**config.mk**
```make
export PLATFORM = sky130hd
export DESIGN_NAME = laser_command_ack_unit
export DESIGN_NICKNAME = d
export VERILOG_FILES = /design/src/laser_cmd_pkg.sv /design/src/hours_counter.sv /design/src/laser_command_ack_unit.sv
export VERILOG_INCLUDE_DIRS = /design/src
export SDC_FILE = /design/constraint.sdc
export NUM_CORES = 1
export LEC_CHECK = 0
export BUFFER_PORTS_ARGS = -buffer_cell sky130_fd_sc_hd__buf_2
export CORE_MARGIN = 2
export CORE_UTILIZATION = 55
export DETAILED_ROUTE_END_ITERATION = 10
export PLACE_DENSITY = 0.76
export SLEW_MARGIN = 10
export SYNTH_ARGS = -nofsm -noshare
export SYNTH_HDL_FRONTEND = slang
export SYNTH_SLANG_ARGS = --single-unit
```
**constraint.sdc**
```tcl
create_clock -name clk_sys -period 14.7 [get_ports clk_sys]
set_clock_uncertainty 0.1 [all_clocks]
set_input_delay 2.94 -clock clk_sys [delete_from_list [all_inputs] [get_ports clk_sys]]
set_output_delay 2.94 -clock clk_sys [all_outputs]
set_load 0.01 [all_outputs]
```
**src/laser_cmd_cfg.svh**
```systemverilog
`ifndef LASER_CMD_CFG_SVH
`define LASER_CMD_CFG_SVH

// command and acknowledge bit positions (same in both bytes)
`define BIT_LASER_OFF 0
`define BIT_LASER_ON 1
`define BIT_ADJUST 4
`define BIT_PRESET 5
`define BIT_PRESET_CLR 6
`define BIT_ERR_CLR 7
// bits that carry a function; bits 2 and 3 unused
`define CMD_USED_MASK 8'hF3
// configuration identifiers
`define CFG_ID_CMD_ACK 8'h30
`define CFG_ID_HOURS 8'hD0
// error clear policy values and reset
`define POLICY_MANUAL 8'h00
`define POLICY_AUTO 8'h01
`define POLICY_RESET 8'h00
// laser switching source values
`define LSW_COMMAND 2'h0
`define LSW_EXT_INPUT 2'h1
`define LSW_AUTO 2'h2
// operating hours: one hour at 25 MHz
`define CLK_HZ 25000000
`define SECONDS_PER_HOUR 3600
`define CYCLES_PER_HOUR (`CLK_HZ * 64'd`SECONDS_PER_HOUR)

`endif

```
**src/laser_cmd_pkg.sv**
```systemverilog
package laser_cmd_pkg;
  typedef enum logic [2:0] {
    ST_IDLE = 3'b001,
    ST_EXEC = 3'b010,
    ST_HOLD = 3'b100
  } cmd_state_t;
endpackage

```
**src/hours_counter.sv**
```systemverilog
`timescale 1ns/1ns
`default_nettype none
`include "laser_cmd_cfg.svh"
module hours_counter
  import laser_cmd_pkg::*;
#(
  parameter logic [39:0] CYCLES_PER_HOUR = 40'(`CYCLES_PER_HOUR)
)
(
  // clock and reset
  input wire logic clk_sys,
  input wire logic reset,
  // counting
  input wire logic laser_on,
  output logic [15:0] hours
);
  typedef struct packed {
    logic [39:0] tick;
    logic [15:0] hours;
  } hours_state_t;

  hours_state_t state_reg;
  hours_state_t state_next;

  always_comb
  begin
    state_next = state_reg;
    if (laser_on)
    begin
      if (state_reg.tick == CYCLES_PER_HOUR - 40'h1)
      begin
        state_next.tick = 40'h0;
        // saturate rather than wrap
        if (state_reg.hours != 16'hFFFF)
          state_next.hours = state_reg.hours + 16'h1;
      end
      else
        state_next.tick = state_reg.tick + 40'h1;
    end
  end

  always_ff @(posedge clk_sys or posedge reset)
  begin
    if (reset)
      state_reg <= '0;
    else
      state_reg <= state_next;
  end

  assign hours = state_reg.hours;
endmodule
`default_nettype wire

```
**src/laser_command_ack_unit.sv**
```systemverilog
`timescale 1ns/1ns
`default_nettype none
`include "laser_cmd_cfg.svh"
// Notes on behaviour
// - command bit 0 switches laser off
// - command bit 1 switches laser on
// - bit 5 loads position with stored preset
// - manual mode: bit 7 clears error report
// - persisting error sets report again next cycle
// - acknowledge executed command in same bit
// - bitwise, 1 active, bits 2,3 unused
// - one byte each way, identifier 0x30
// - policy 0 manual clear, 1 automatic
// - report laser hours as 16-bit word
module laser_command_ack_unit
  import laser_cmd_pkg::*;
#(
  parameter logic [39:0] CYCLES_PER_HOUR = 40'(`CYCLES_PER_HOUR)
)
(
  // clock and reset
  input wire logic clk_sys,
  input wire logic reset,
  // cyclic process data from master
  input wire logic [7:0] command_byte,
  input wire logic [31:0] adjust_value,
  input wire logic data_valid,
  // parameterisation
  input wire logic [7:0] error_clear_policy,
  input wire logic prm_write,
  input wire logic [1:0] laser_switch_mode,
  input wire logic [31:0] preset_value,
  input wire logic external_laser_switch_input,
  input wire logic auto_laser_request,
  // measurement
  input wire logic [31:0] raw_position,
  input wire logic fault_present,
  // process data to master
  output logic [7:0] acknowledge_byte,
  output logic [15:0] laser_hours_word,
  output logic [7:0] cfg_id_cmd_ack,
  output logic [7:0] cfg_id_hours,
  // device outputs
  output logic laser_enable,
  output logic [31:0] position_out,
  output logic error_report
);
  typedef struct packed {
    cmd_state_t state;
    logic [7:0] cmd_prev;
    logic [7:0] ack;
    logic [7:0] policy;
    logic laser_cmd;
    logic laser_en;
    logic [31:0] offset;
    logic [31:0] position;
    logic error;
    logic [15:0] hours;
  } unit_state_t;

  unit_state_t state_reg;
  unit_state_t state_next;
  logic [15:0] hours_count;
  logic [7:0] cmd_used;
  logic [7:0] rise;

  // ----------------------------------------
  // operating hours of the lit laser
  // ----------------------------------------
  // hours counter
  hours_counter #(
    .CYCLES_PER_HOUR(CYCLES_PER_HOUR)
  ) u_hours (
    .clk_sys(clk_sys),
    .reset(reset),
    .laser_on(state_reg.laser_en),
    .hours(hours_count)
  );

  // ----------------------------------------
  // command interpretation
  // ----------------------------------------
  always_comb
  begin
    cmd_used = command_byte & `CMD_USED_MASK;
    rise = cmd_used & ~state_reg.cmd_prev;
    state_next = state_reg;
    state_next.hours = hours_count;
    if (prm_write)
      state_next.policy = error_clear_policy;
    case (state_reg.state)
      ST_IDLE:
      begin
        if (data_valid && (rise != 8'h00))
          state_next.state = ST_EXEC;
      end
      ST_EXEC:
      begin
        state_next.state = ST_HOLD;
      end
      ST_HOLD:
      begin
        if (cmd_used == 8'h00)
          state_next.state = ST_IDLE;
      end
      default:
      begin
        state_next.state = ST_IDLE;
      end
    endcase
    if (data_valid)
    begin
      state_next.cmd_prev = cmd_used;
      if (laser_switch_mode == `LSW_COMMAND)
      begin
        if (rise[`BIT_LASER_OFF])
          state_next.laser_cmd = 1'b0;
        else if (rise[`BIT_LASER_ON])
          state_next.laser_cmd = 1'b1;
      end
      if (rise[`BIT_PRESET])
        state_next.offset = preset_value - raw_position;
      if (rise[`BIT_ADJUST])
        state_next.offset = adjust_value - raw_position;
      if (rise[`BIT_PRESET_CLR])
        state_next.offset = 32'h0;
      state_next.ack = state_reg.ack & cmd_used;
      state_next.ack[`BIT_LASER_OFF] = (state_reg.ack[`BIT_LASER_OFF] | rise[`BIT_LASER_OFF])
        & cmd_used[`BIT_LASER_OFF] & (laser_switch_mode == `LSW_COMMAND);
      state_next.ack[`BIT_LASER_ON] = (state_reg.ack[`BIT_LASER_ON]
        | (rise[`BIT_LASER_ON] & ~rise[`BIT_LASER_OFF]))
        & cmd_used[`BIT_LASER_ON] & (laser_switch_mode == `LSW_COMMAND);
      state_next.ack[`BIT_ADJUST] = cmd_used[`BIT_ADJUST];
      state_next.ack[`BIT_PRESET] = cmd_used[`BIT_PRESET];
      state_next.ack[`BIT_PRESET_CLR] = cmd_used[`BIT_PRESET_CLR];
      state_next.ack[`BIT_ERR_CLR] = (state_reg.ack[`BIT_ERR_CLR]
        | (rise[`BIT_ERR_CLR] & (state_reg.policy == `POLICY_MANUAL)))
        & cmd_used[`BIT_ERR_CLR];
    end
    case (laser_switch_mode)
      `LSW_EXT_INPUT: state_next.laser_en = external_laser_switch_input;
      `LSW_AUTO: state_next.laser_en = auto_laser_request;
      default: state_next.laser_en = state_next.laser_cmd;
    endcase
    state_next.position = raw_position + state_reg.offset;
    // ----------------------------------------
    // error report
    // ----------------------------------------
    if (state_reg.policy == `POLICY_AUTO)
      state_next.error = fault_present;
    else if (data_valid && rise[`BIT_ERR_CLR])
      state_next.error = 1'b0;
    else if (fault_present)
      state_next.error = 1'b1;
  end

  always_ff @(posedge clk_sys or posedge reset)
  begin
    if (reset)
    begin
      state_reg <= '0;
      state_reg.state <= ST_IDLE;
      state_reg.policy <= `POLICY_RESET;
    end
    else
      state_reg <= state_next;
  end

  // ----------------------------------------
  // outputs
  // ----------------------------------------
  assign acknowledge_byte = state_reg.ack;
  assign laser_hours_word = state_reg.hours;
  assign laser_enable = state_reg.laser_en;
  assign position_out = state_reg.position;
  assign error_report = state_reg.error;
  assign cfg_id_cmd_ack = `CFG_ID_CMD_ACK;
  assign cfg_id_hours = `CFG_ID_HOURS;
endmodule
`default_nettype wire

```
# --- After elaboration in Yosys (flattened, before gate mapping) ---
# Cells that the tools add are included.
word_totals:
  regBits: 161
  inputBits: 121
  out_inout_bits: 74
  wordCells: 54
classes:
  add_sub_neg: 5
  eq_ne: 5
  n_mux: 12
  bitwise_logic: 14
  n_reduce_logical: 7
op_table:
  columns: ["cell", "count"]
  rows:
  - ["$mux 32", 3]
  - ["$sub 32x32->32", 2]
  - ["$add 40x1->40 const B", 1]
  - ["$eq 40x37->1 const B", 1]
  - ["$mux 40", 1]
  - ["$add 32x32->32", 1]
  - ["$add 16x1->16 const B", 1]
  - ["$ne 16x16->1 const B", 1]
  - ["$and 8x8->8", 1]
  - ["$eq 8x1->1 const B", 1]
  - ["$logic_not 8->1", 1]
  - ["$not 8->8", 1]
  - ["$and 1x1->1", 7]
  - ["$mux 1", 7]
  - ["$reduce_bool 3->1", 2]
  - ["$and 4x2->4", 1]
  - ["$or 1x1->1", 3]
  - ["$reduce_and 3->1", 1]
  - ["$eq 2x1->1 const B", 1]
  - ["$eq 2x2->1 const B", 1]
  - ["$logic_not 2->1", 1]
  - ["$pmux 1 s2", 1]
  - ["$reduce_and 2->1", 1]
  - ["$logic_and 1x1->1", 1]
  - ["$not 1->1", 1]

# --- Depth between registers and ports, before layout ---
# Gate-level depths: netlist of the first run.
logic_depth:
  depth_word: 7
  mapped_depth: 15

# --- By module ---
# From an unflattened synthesis of the first run, not the netlist that was laid out.
hier_totals:
  hier_cells: 1125
  area_unflattened_um2: 10558.9
by_module_without_submodules:
  columns: ["module", "n_inst", "cells_each", "area_each_um2", "seq_area_each_um2"]
  rows:
  - ["laser_command_ack_unit", 1, 820, 7528.5, 2502.4]
  - ["hours_counter", 1, 305, 3030.4, 1401.3]

# --- Least setup slack after synthesis of the first run ---
# Ideal clock, no wire load.
synth_path:
  path_type: "input to register"
  start: "input command_byte[4]"
  end: "register state_reg[69] (netlist bit)"
  setup_ns: 0.133
  arrival_time_ns: 5.924
  required_time_ns: 14.467
  slack_ns: 8.543
  path_stages: 15
  path_buffers: 2
  path_cell_list: "nor2b_1 clkbuf_1 clkbuf_1 mux2i_1 ha_1 inv_1 fa_1 a211oi_1 nor2_1 o21ai_0 nand2_1 a2111oi_0 or2_2 xor2_1 o21ai_0"
synth_via:
  elab_chain_len: 3
  word_cells_on_any_way: 5
  classes_between: "mux (2); bitwise (1); reduce/logical (2)"
synth_lines:
  columns: ["element", "line", "source"]
  rows:
  - ["from (decl)", "laser_command_ack_unit.sv:25", "input wire logic [7:0] command_byte,"]
  - ["$and 8x8->8 (*)", "laser_command_ack_unit.sv:86", "rise = cmd_used & ~state_reg.cmd_prev;"]
  - ["$reduce_bool 3->1 (no source line) / $mux 32 (equally long branches)", null, null]
  - ["$reduce_and 2->1 (no source line) / $mux 32 (equally long branches)", null, null]
  - ["to (signal assigned)", "laser_command_ack_unit.sv:166", "state_reg <= state_next;"]
  - ["to (decl)", "laser_command_ack_unit.sv:61", "unit_state_t state_reg;"]
# Mark *: on every way between the ends. The rest lies on a longest branch, timed or not.
# A chain may end at the register's enable or synchronous reset.

# --- Final worst setup path of the first run ---
layout_path:
  start: "input command_byte[4]"
  end: "register state_reg[75] (netlist bit)"
# The elaborated chain is that of the path after synthesis.

==> results of run 1 <==
[worst register-to-register path, delay by kind of cell (launching register included)]
family                     cells  cell delay, ps
AOI/OAI and AO/OA              6            1510
xor gates and xnor gates       1             270
adders and majority gates      2             610
buffers and inverters          1              50
DFF                            1             410
muxes                          1             370
and+or+nand+nor                2             860
[path summary, 6_finish.rpt]
| kind | cells after the start | slack [ps] | end | from |
|---|---|---|---|---|
| setup / recovery | 14 | 8200 | state_reg[75]$_DFFE_PP0P_ | command_byte[4] |
| hold / removal | 0 | 330 | laser_hours_word[8]$_DFF_PP0_ | u_hours.hours[8]$_DFFE_PP0P_ |
| setup reg to reg | 13 | 10410 | state_reg[75]$_DFFE_PP0P_ | state_reg[103]$_DFFE_PP0P_ |
| hold reg to reg | 0 | 330 | laser_hours_word[8]$_DFF_PP0_ | u_hours.hours[8]$_DFFE_PP0P_ |
| max in group asynchronous | 3 | 10570 | acknowledge_byte[7]$_DFFE_PP0P_ | reset |
| min in group asynchronous | 2 | 2500 | position_out[29]$_DFF_PP0_ | reset |
[kinds of logic (layout without fill, tap and decap cells)]
kind of cell    count (synthesis)  in the layout  share of synthesized area, %
compound gates                256            256                          16.1
xor+xnor                      106            106                          9.11
fa+ha+maj                      70             70                          8.75
buf+inv                       167            268                          8.88
flops                         156            156                          38.3
mux                            46             46                          5.06
other cells                     2             18                        0.0737
simple gates                  277            277                          13.7
[cells in the final DEF, fill, tap and decap left out, drive strengths merged, types with 7 or more instances in the layout]
cell    instances
a211oi         13
a21o           31
a21oi          62
a31oi          10
and3           12
buf           177
clkbuf         19
conb           18
dfrtp         156
ha             68
inv            64
mux2           44
nand2          81
nand2b         10
nand3          39
nand4          19
nor2           66
nor2b          12
nor3            8
nor4            7
o211ai          9
o21a           11
o21ai          65
o21bai          8
o31ai           7
xnor2          72
xor2           34
[area by class of cell]
cell class | count | area share [%]
clock inverters | 12 | 1.62
inverters | 60 | 2.02
multi-input cells | 773 | 47.8
clock buffers | 19 | 3.89
well taps | 229 | 2.52
repair buffers | 177 | 7.85
flip-flops and latches | 156 | 34.3
[power breakdown]
| part | switching, mW | internal [mW] | total, mW | leakage, nW |
|---|---|---|---|---|
| clock network | 0.177 | 0.290 | 0.467 | 0.301 |
| registers | 0.0417 | 0.509 | 0.551 | 2.02 |
| logic | 0.279 | 0.214 | 0.493 | 3.21 |
[synth_stat cells, types with 12 or more instances]
cell type / number
a211oi_1: 13
a21o_1: 31
a21oi_1: 62
buf_4: 72
clkbuf_1: 32
dfrtp_1: 156
ha_1: 68
inv_1: 60
mux2_2: 44
nand2_1: 81
nand3_1: 36
nand4_1: 19
nor2_1: 65
nor2b_1: 12
o21ai_0: 64
xnor2_1: 72
xor2_1: 34
[layer usage]
layer  up-vias  GRT usage (%)  part of all wire (%)
met1      3730           29.9                    46
li1       3938              -                     -
met4         0           6.86                   1.7
met3        29           3.76                   3.9
met5         -              0                     0
met2       205           38.4                    49
[stage by stage]
step / setup slack [ps] / power [mW] / util, % / instances / area (um2)
after global placement: 7890 / 1.03 / 59.5 / 1395 / 10800
after global routing: 7900 / 1.60 / 63.0 / 1426 / 11400
after floorplan: 7450 / 0.959 / - / 1096 / 10200
final: 8200 / 1.51 / 63.0 / 1426 / 11400
after CTS: 8230 / 1.52 / 63.0 / 1426 / 11400
after detailed placement: 7770 / 1.05 / 59.5 / 1395 / 10800
==> out/metrics.cfg, run 1 <==
[worst_setup_path]
end_kind=register
crit_family=compound AO/OA/AOI/OAI gates
crit_path_cell_trace=buf_2 > nor2b_4 > mux2i_1 > ha_1 > inv_1 > fa_1 > a211oi_1 > nor2_1 > o21ai_0 > a31oi_1 > a21oi_1 > o21ai_0 > xnor2_1 > o21ai_0
arrival_ps=6700
critPathKind=in2reg
critPathBufInv=2
crit_path_start_kind=primary input
path_max_fanout=33
slowest_stage=nor2b_4
crit_path_max_incr_delay_ps=750
cpMostUsedCell=o21ai_0
cp.required_ps=14910

[sta]
period_needed_ps=6500
drv_slew=0
max_clock_freq_ghz=0.154
worst_pin_slew_ps=957
setup_tns_ps=0
setup_violations=0
slew_headroom_pct=36.2
rsz0062_at_grt=no
hold_viol=0
fin_crit_sh_pct=44.2
timing.hold.ws_ps=326

[finish]
multi_input_area_um2=5450
antenna_cells=0
n_fill_cell=1468
layout.nets=1376
largest_reg_flops=47
layout-drive-gt1-share_pct=22.5
area_growth_pct=11.8
seq_area_um2=3900

[logic_synthesis]
ys_ff_latch=156
syn_area_um2=10200
synth_edf_count=0
yosys_warnings=0
synth_ff_type=dfrtp_1
yosysSeqAreaShare_pct=38.3
synth.avg_cell_area_um2=9.43
yosys.area.top_type=dfrtp_1
async_reset_ff_share_pct=100
netlist_instances=1080
ys_types=71
synth_top_area_share_pct=38.3
yosys-top-cells-area=dfrtp_1 38%, ha_1 8.4%, xnor2_1 6.2%

[placed_design]
dpl.hpwl_um=16600
numPortBuffers=174
gp_congestion=0.890

[status]
violations=design-rule violations
status=finished, violations left

[grt]
grt_pass1_wl_um=36200
antenna_found_initial=0
overflow=0
first_global_vias=7626
grt_max_degree=80
grt_usage_pct=22.6

[route]
wl_per_cell_um=15.2
dr.pass1.iters=10
vias=7902
drc=4
viasPerCell=5.54
drt_iter0_drc=483
drtAntennaViolNets=0
drt_wl_total_um=21700

[power]
power_leakage_nw=5.54
p_per_area_nw_per_um2=133
peakVddDrop_v=0.0000803

[cts]
clockBufferDepth=2
clock-sinks=156
cts_resized=0
clkTransAtPathRegs_ps=70
cts_root_buf=clkbuf_16
cts.htree.levels=4
hold_buffers=0
clk_latency_ps=420
cts_setup_buffers=0
cts_buffers=17
cts_tree=built

[floorplan]
rows=49
core_um2=18100
fp.dieH_um=140
die-area_um2=19600
dieWidth_um=140
ios=195
start_util_pct=56.3

[worst_hold_path]
min_path_type=reg2reg

[run]
cap_violations=0

(Power assumes the default switching activity.)
==> run 2: changes to the inputs <==
Settings changed: ABC_AREA from default to 1, CORE_UTILIZATION 55 to 53, PLACE_DENSITY 0.76 to 0.75.
Clock period 14.7 ns to 5.6 ns, I/O delays scaled along.
==> run 2 against run 1 <==
The flow now finishes without violations. Clock power increased by 130%. Routed wire length increased by 39%. Global-route usage increased by 2.6 points. Critical endpoint is now state_reg[73]$_DFFE_PP0P_. Hold slack improved by 9.1 ps. Non-clock buffer count decreased by 1. Utilization decreased by 3.7 points. Largest power group unchanged. Via count increased by 42%. Cell count increased by 51%. Power increased to 2.6 times the previous value. Die area increased by 23%. Highest routed layer unchanged. Synthesized area increased by 19%. Largest cell class unchanged.
==> out/metrics.cfg, run 2 <==
[placed_design]
gp_congestion=0.994  ; was 0.890
dp_slack_ps=1530  ; was 7770 ps
dpl.hpwl_um=24300  ; was 16600 um
numPortBuffers=174  ; unchanged

[sta]
worst_pin_slew_ps=944  ; was 957 ps
fin_crit_sh_pct=63.5
hold_viol=0  ; unchanged
rsz0062_at_grt=no  ; unchanged
setup_tns_ps=0  ; unchanged
fin_ws_ps=2050  ; was 8200 ps
period_needed_ps=3550
max_clock_freq_ghz=0.281
slew_headroom_pct=37.1  ; was 36.2%
setup_violations=0  ; unchanged
drv_slew=0  ; unchanged

[route]
dr.pass1.iters=6  ; was 10
wl_per_cell_um=14.1  ; was 15.2 um
drt_iter0_drc=859  ; was 483
viasPerCell=5.20  ; was 5.54
drt_wl_total_um=30300  ; was 21700 um
drc=0  ; was 4
vias=11213  ; was 7902
drtAntennaViolNets=0  ; unchanged

[finish]
n_fill_cell=2125  ; was 1468
final_common_cell=nand2_1  ; was buf_2
largest_reg_flops=47  ; unchanged
layout-drive-gt1-share_pct=16.2  ; was 22.5%
area_growth_pct=10.1  ; was 11.8%
layout.nets=2049  ; was 1376
final_cell_mix=524 x nand2_1, 271 x inv_1, 174 x buf_2  ; was 174 x buf_2, 156 x dfrtp_1, 81 x nand2_1

[worst_setup_path]
arrival_ps=3770  ; was 6700 ps
end_kind=register  ; unchanged
crit_path_start_kind=primary input  ; unchanged
critPathKind=in2reg  ; unchanged
worst_r2r_path_depth=16  ; was 13
r2r-start=state_reg[103]$_DFFE_PP0P_  ; unchanged
cp.required_ps=5820  ; was 14910 ps
path_max_fanout=34  ; was 33
reg2reg_to=state_reg[73]$_DFFE_PP0P_  ; was state_reg[75]$_DFFE_PP0P_
ff2ff_setup_slack_ps=2420  ; was 10410 ps
startpoint=command_byte[4]  ; unchanged

[logic_synthesis]
synth_ff_type=dfrtp_1  ; unchanged
synth.avg_cell_area_um2=7.00  ; was 9.43 um2
async_reset_ff_share_pct=100  ; unchanged
yosys.area.top_type=dfrtp_1  ; unchanged
syn_area_um2=12100  ; was 10200 um2
yosysSeqAreaShare_pct=32.2  ; was 38.3%
synth_commonest_cells=524 x nand2_1, 272 x inv_1, 156 x dfrtp_1  ; was 156 x dfrtp_1, 81 x nand2_1, 72 x buf_4, 72 x xnor2_1, 68 x ha_1
synth.most_common_cell=nand2_1  ; was dfrtp_1
synth_edf_count=0  ; unchanged
ys_ff_latch=156  ; unchanged
netlist_instances=1734  ; was 1080
yosys_warnings=0  ; unchanged
synth_top_area_share_pct=32.2  ; was 38.3%
yosys-top-cells-area=dfrtp_1 32%, nand2_1 16%, inv_1 8.4%  ; was dfrtp_1 38%, ha_1 8.4%, xnor2_1 6.2%
ys_types=46  ; was 71

[power]
p_per_area_nw_per_um2=295  ; was 133 nW/um2
power_frac_clock_pct=27.3  ; was 30.9%
p_int_mw=2.44  ; was 1.01 mW
share_comb_of_total_power_pct=35.8  ; was 32.6%
sw_frac_of_total_pct=38.3  ; was 32.9%
switching_power_mw=1.51  ; was 497 uW
peakVddDrop_v=0.000203  ; was 0.0000803 V
power_frac_seq_pct=36.9  ; was 36.5%
power_leakage_nw=7.36  ; was 5.54 nW
power_mw=3.95  ; was 1.51 mW

[grt]
grt_pass1_wl_um=48800  ; was 36200 um
overflow=0  ; unchanged
first_global_vias=10241  ; was 7626
antenna_found_initial=1  ; was 0
grt_max_degree=110  ; was 80
grt_usage_pct=25.2  ; was 22.6%

[floorplan]
ios=195  ; unchanged
core_um2=22600  ; was 18100 um2
dieWidth_um=155  ; was 140 um
die-area_um2=24100  ; was 19600 um2
start_util_pct=53.8  ; was 56.3%
fp.dieH_um=155  ; was 140 um
rows=55  ; was 49

[worst_hold_path]
min_path_type=reg2reg  ; unchanged
hold_depth=0  ; unchanged
hp-start=u_hours.hours[11]$_DFFE_PP0P_  ; was u_hours.hours[8]$_DFFE_PP0P_
min_to=laser_hours_word[11]$_DFF_PP0_  ; was laser_hours_word[8]$_DFF_PP0_

[run]
cap_violations=0  ; unchanged

[cts]
clockBufferDepth=2  ; unchanged
cts_resized=0  ; unchanged
cts_root_buf=clkbuf_16  ; unchanged
hold_buffers=0  ; unchanged
clk_latency_ps=430  ; was 420 ps
clock-sinks=156  ; unchanged
cts.htree.levels=4  ; unchanged
clkTransAtPathRegs_ps=70  ; about the same
cts_setup_buffers=0  ; unchanged
cts_buffers=17  ; unchanged
cts_tree=built  ; unchanged

[status]
status=completed  ; was finished, violations left

run 2: critical path, cell delays in order:
cell and delay (ps):
buf_2 110, nand2_2 540, mux2i_1 380, ha_1 210
inv_1 50, fa_1 440, nand3_1 120, nand3_1 160
nand2_1 100, nand2_1 70, nand2_1 70, nand2_1 70
nand2_1 100, nand3_1 80, nand3_1 90, nand2_1 60
run 2: per-layer routing:
metal | global-route usage [%] | part of all wire, % | vias to the layer above | wire length (um)
met1 | 35.1 | 46 | 5099 | 14000
met3 | 2.79 | 5.7 | 58 | 1740
met2 | 41.4 | 46 | 413 | 13900
li1 | - | - | 5643 | -
met5 | 0 | 0 | - | 0
met4 | 8.26 | 2.3 | 0 | 711
run 2: cell type report:
class | instances | area [um2] | share of cell area (%)
Sequential cell | 156 | 3900 | 29.2
Timing Repair Buffer | 176 | 886 | 6.63
Antenna cell | 1 | 2.50 | 0.0187
Inverter | 275 | 1040 | 7.77
Multi-Input combinational cell | 1232 | 6630 | 49.6
Clock buffer | 19 | 443 | 3.31
Clock inverter | 13 | 106 | 0.796
Tap cell | 285 | 357 | 2.67
run 2: how the worst max path moves through the flow:
stage                                      end  slack (ps)  cells past startpoint
5_1_grt              state_reg[77]$_DFFE_PP0P_        1680                     14
4_1_cts              state_reg[77]$_DFFE_PP0P_        1980                     14
6_report             state_reg[73]$_DFFE_PP0P_        2050                     16
3_3_place_gp         state_reg[77]$_DFFE_PP0P_        1640                     14
2_1_floorplan  acknowledge_byte[0]$_DFFE_PP0P_         170                      1
3_5_place_dp         state_reg[77]$_DFFE_PP0P_        1530                     14
run 2: power by group through the flow:
stage / registers [mW] / clock network (mW) / logic, mW
after floorplan: 1.43 / 0 / 1.15
after global placement: 1.47 / 0 / 1.36
after detailed placement: 1.48 / 0 / 1.39
after CTS: 1.46 / 1.09 / 1.40
after global routing: 1.48 / 1.14 / 1.59
final: 1.46 / 1.08 / 1.41
run 2: stage by stage:
stage / cells / instance area, um2 / hold slack (ps) / util (%)
detailed placement: 2124 / 12800 / 329 / 56.8
CTS: 2156 / 13400 / 346 / 59.2
global route: 2157 / 13400 / 358 / 59.2
global placement: 2124 / 12800 / 314 / 56.8
finish: 2157 / 13400 / 335 / 59.2
floorplan: 1750 / 12200 / 294 / -
run 2: logic make-up after synthesis:
| kind of cell | Yosys count | share of synthesized area [%] |
|---|---|---|
| adders and majority gates | 70 | 7.34 |
| other | 2 | 0.0619 |
| AOI/OAI and AO/OA | 162 | 7.51 |
| DFF | 156 | 32.2 |
| and+or+nand+nor | 882 | 31.3 |
| muxes | 35 | 3.24 |
| xor gates and xnor gates | 65 | 4.69 |
| buffers and inverters | 362 | 13.7 |
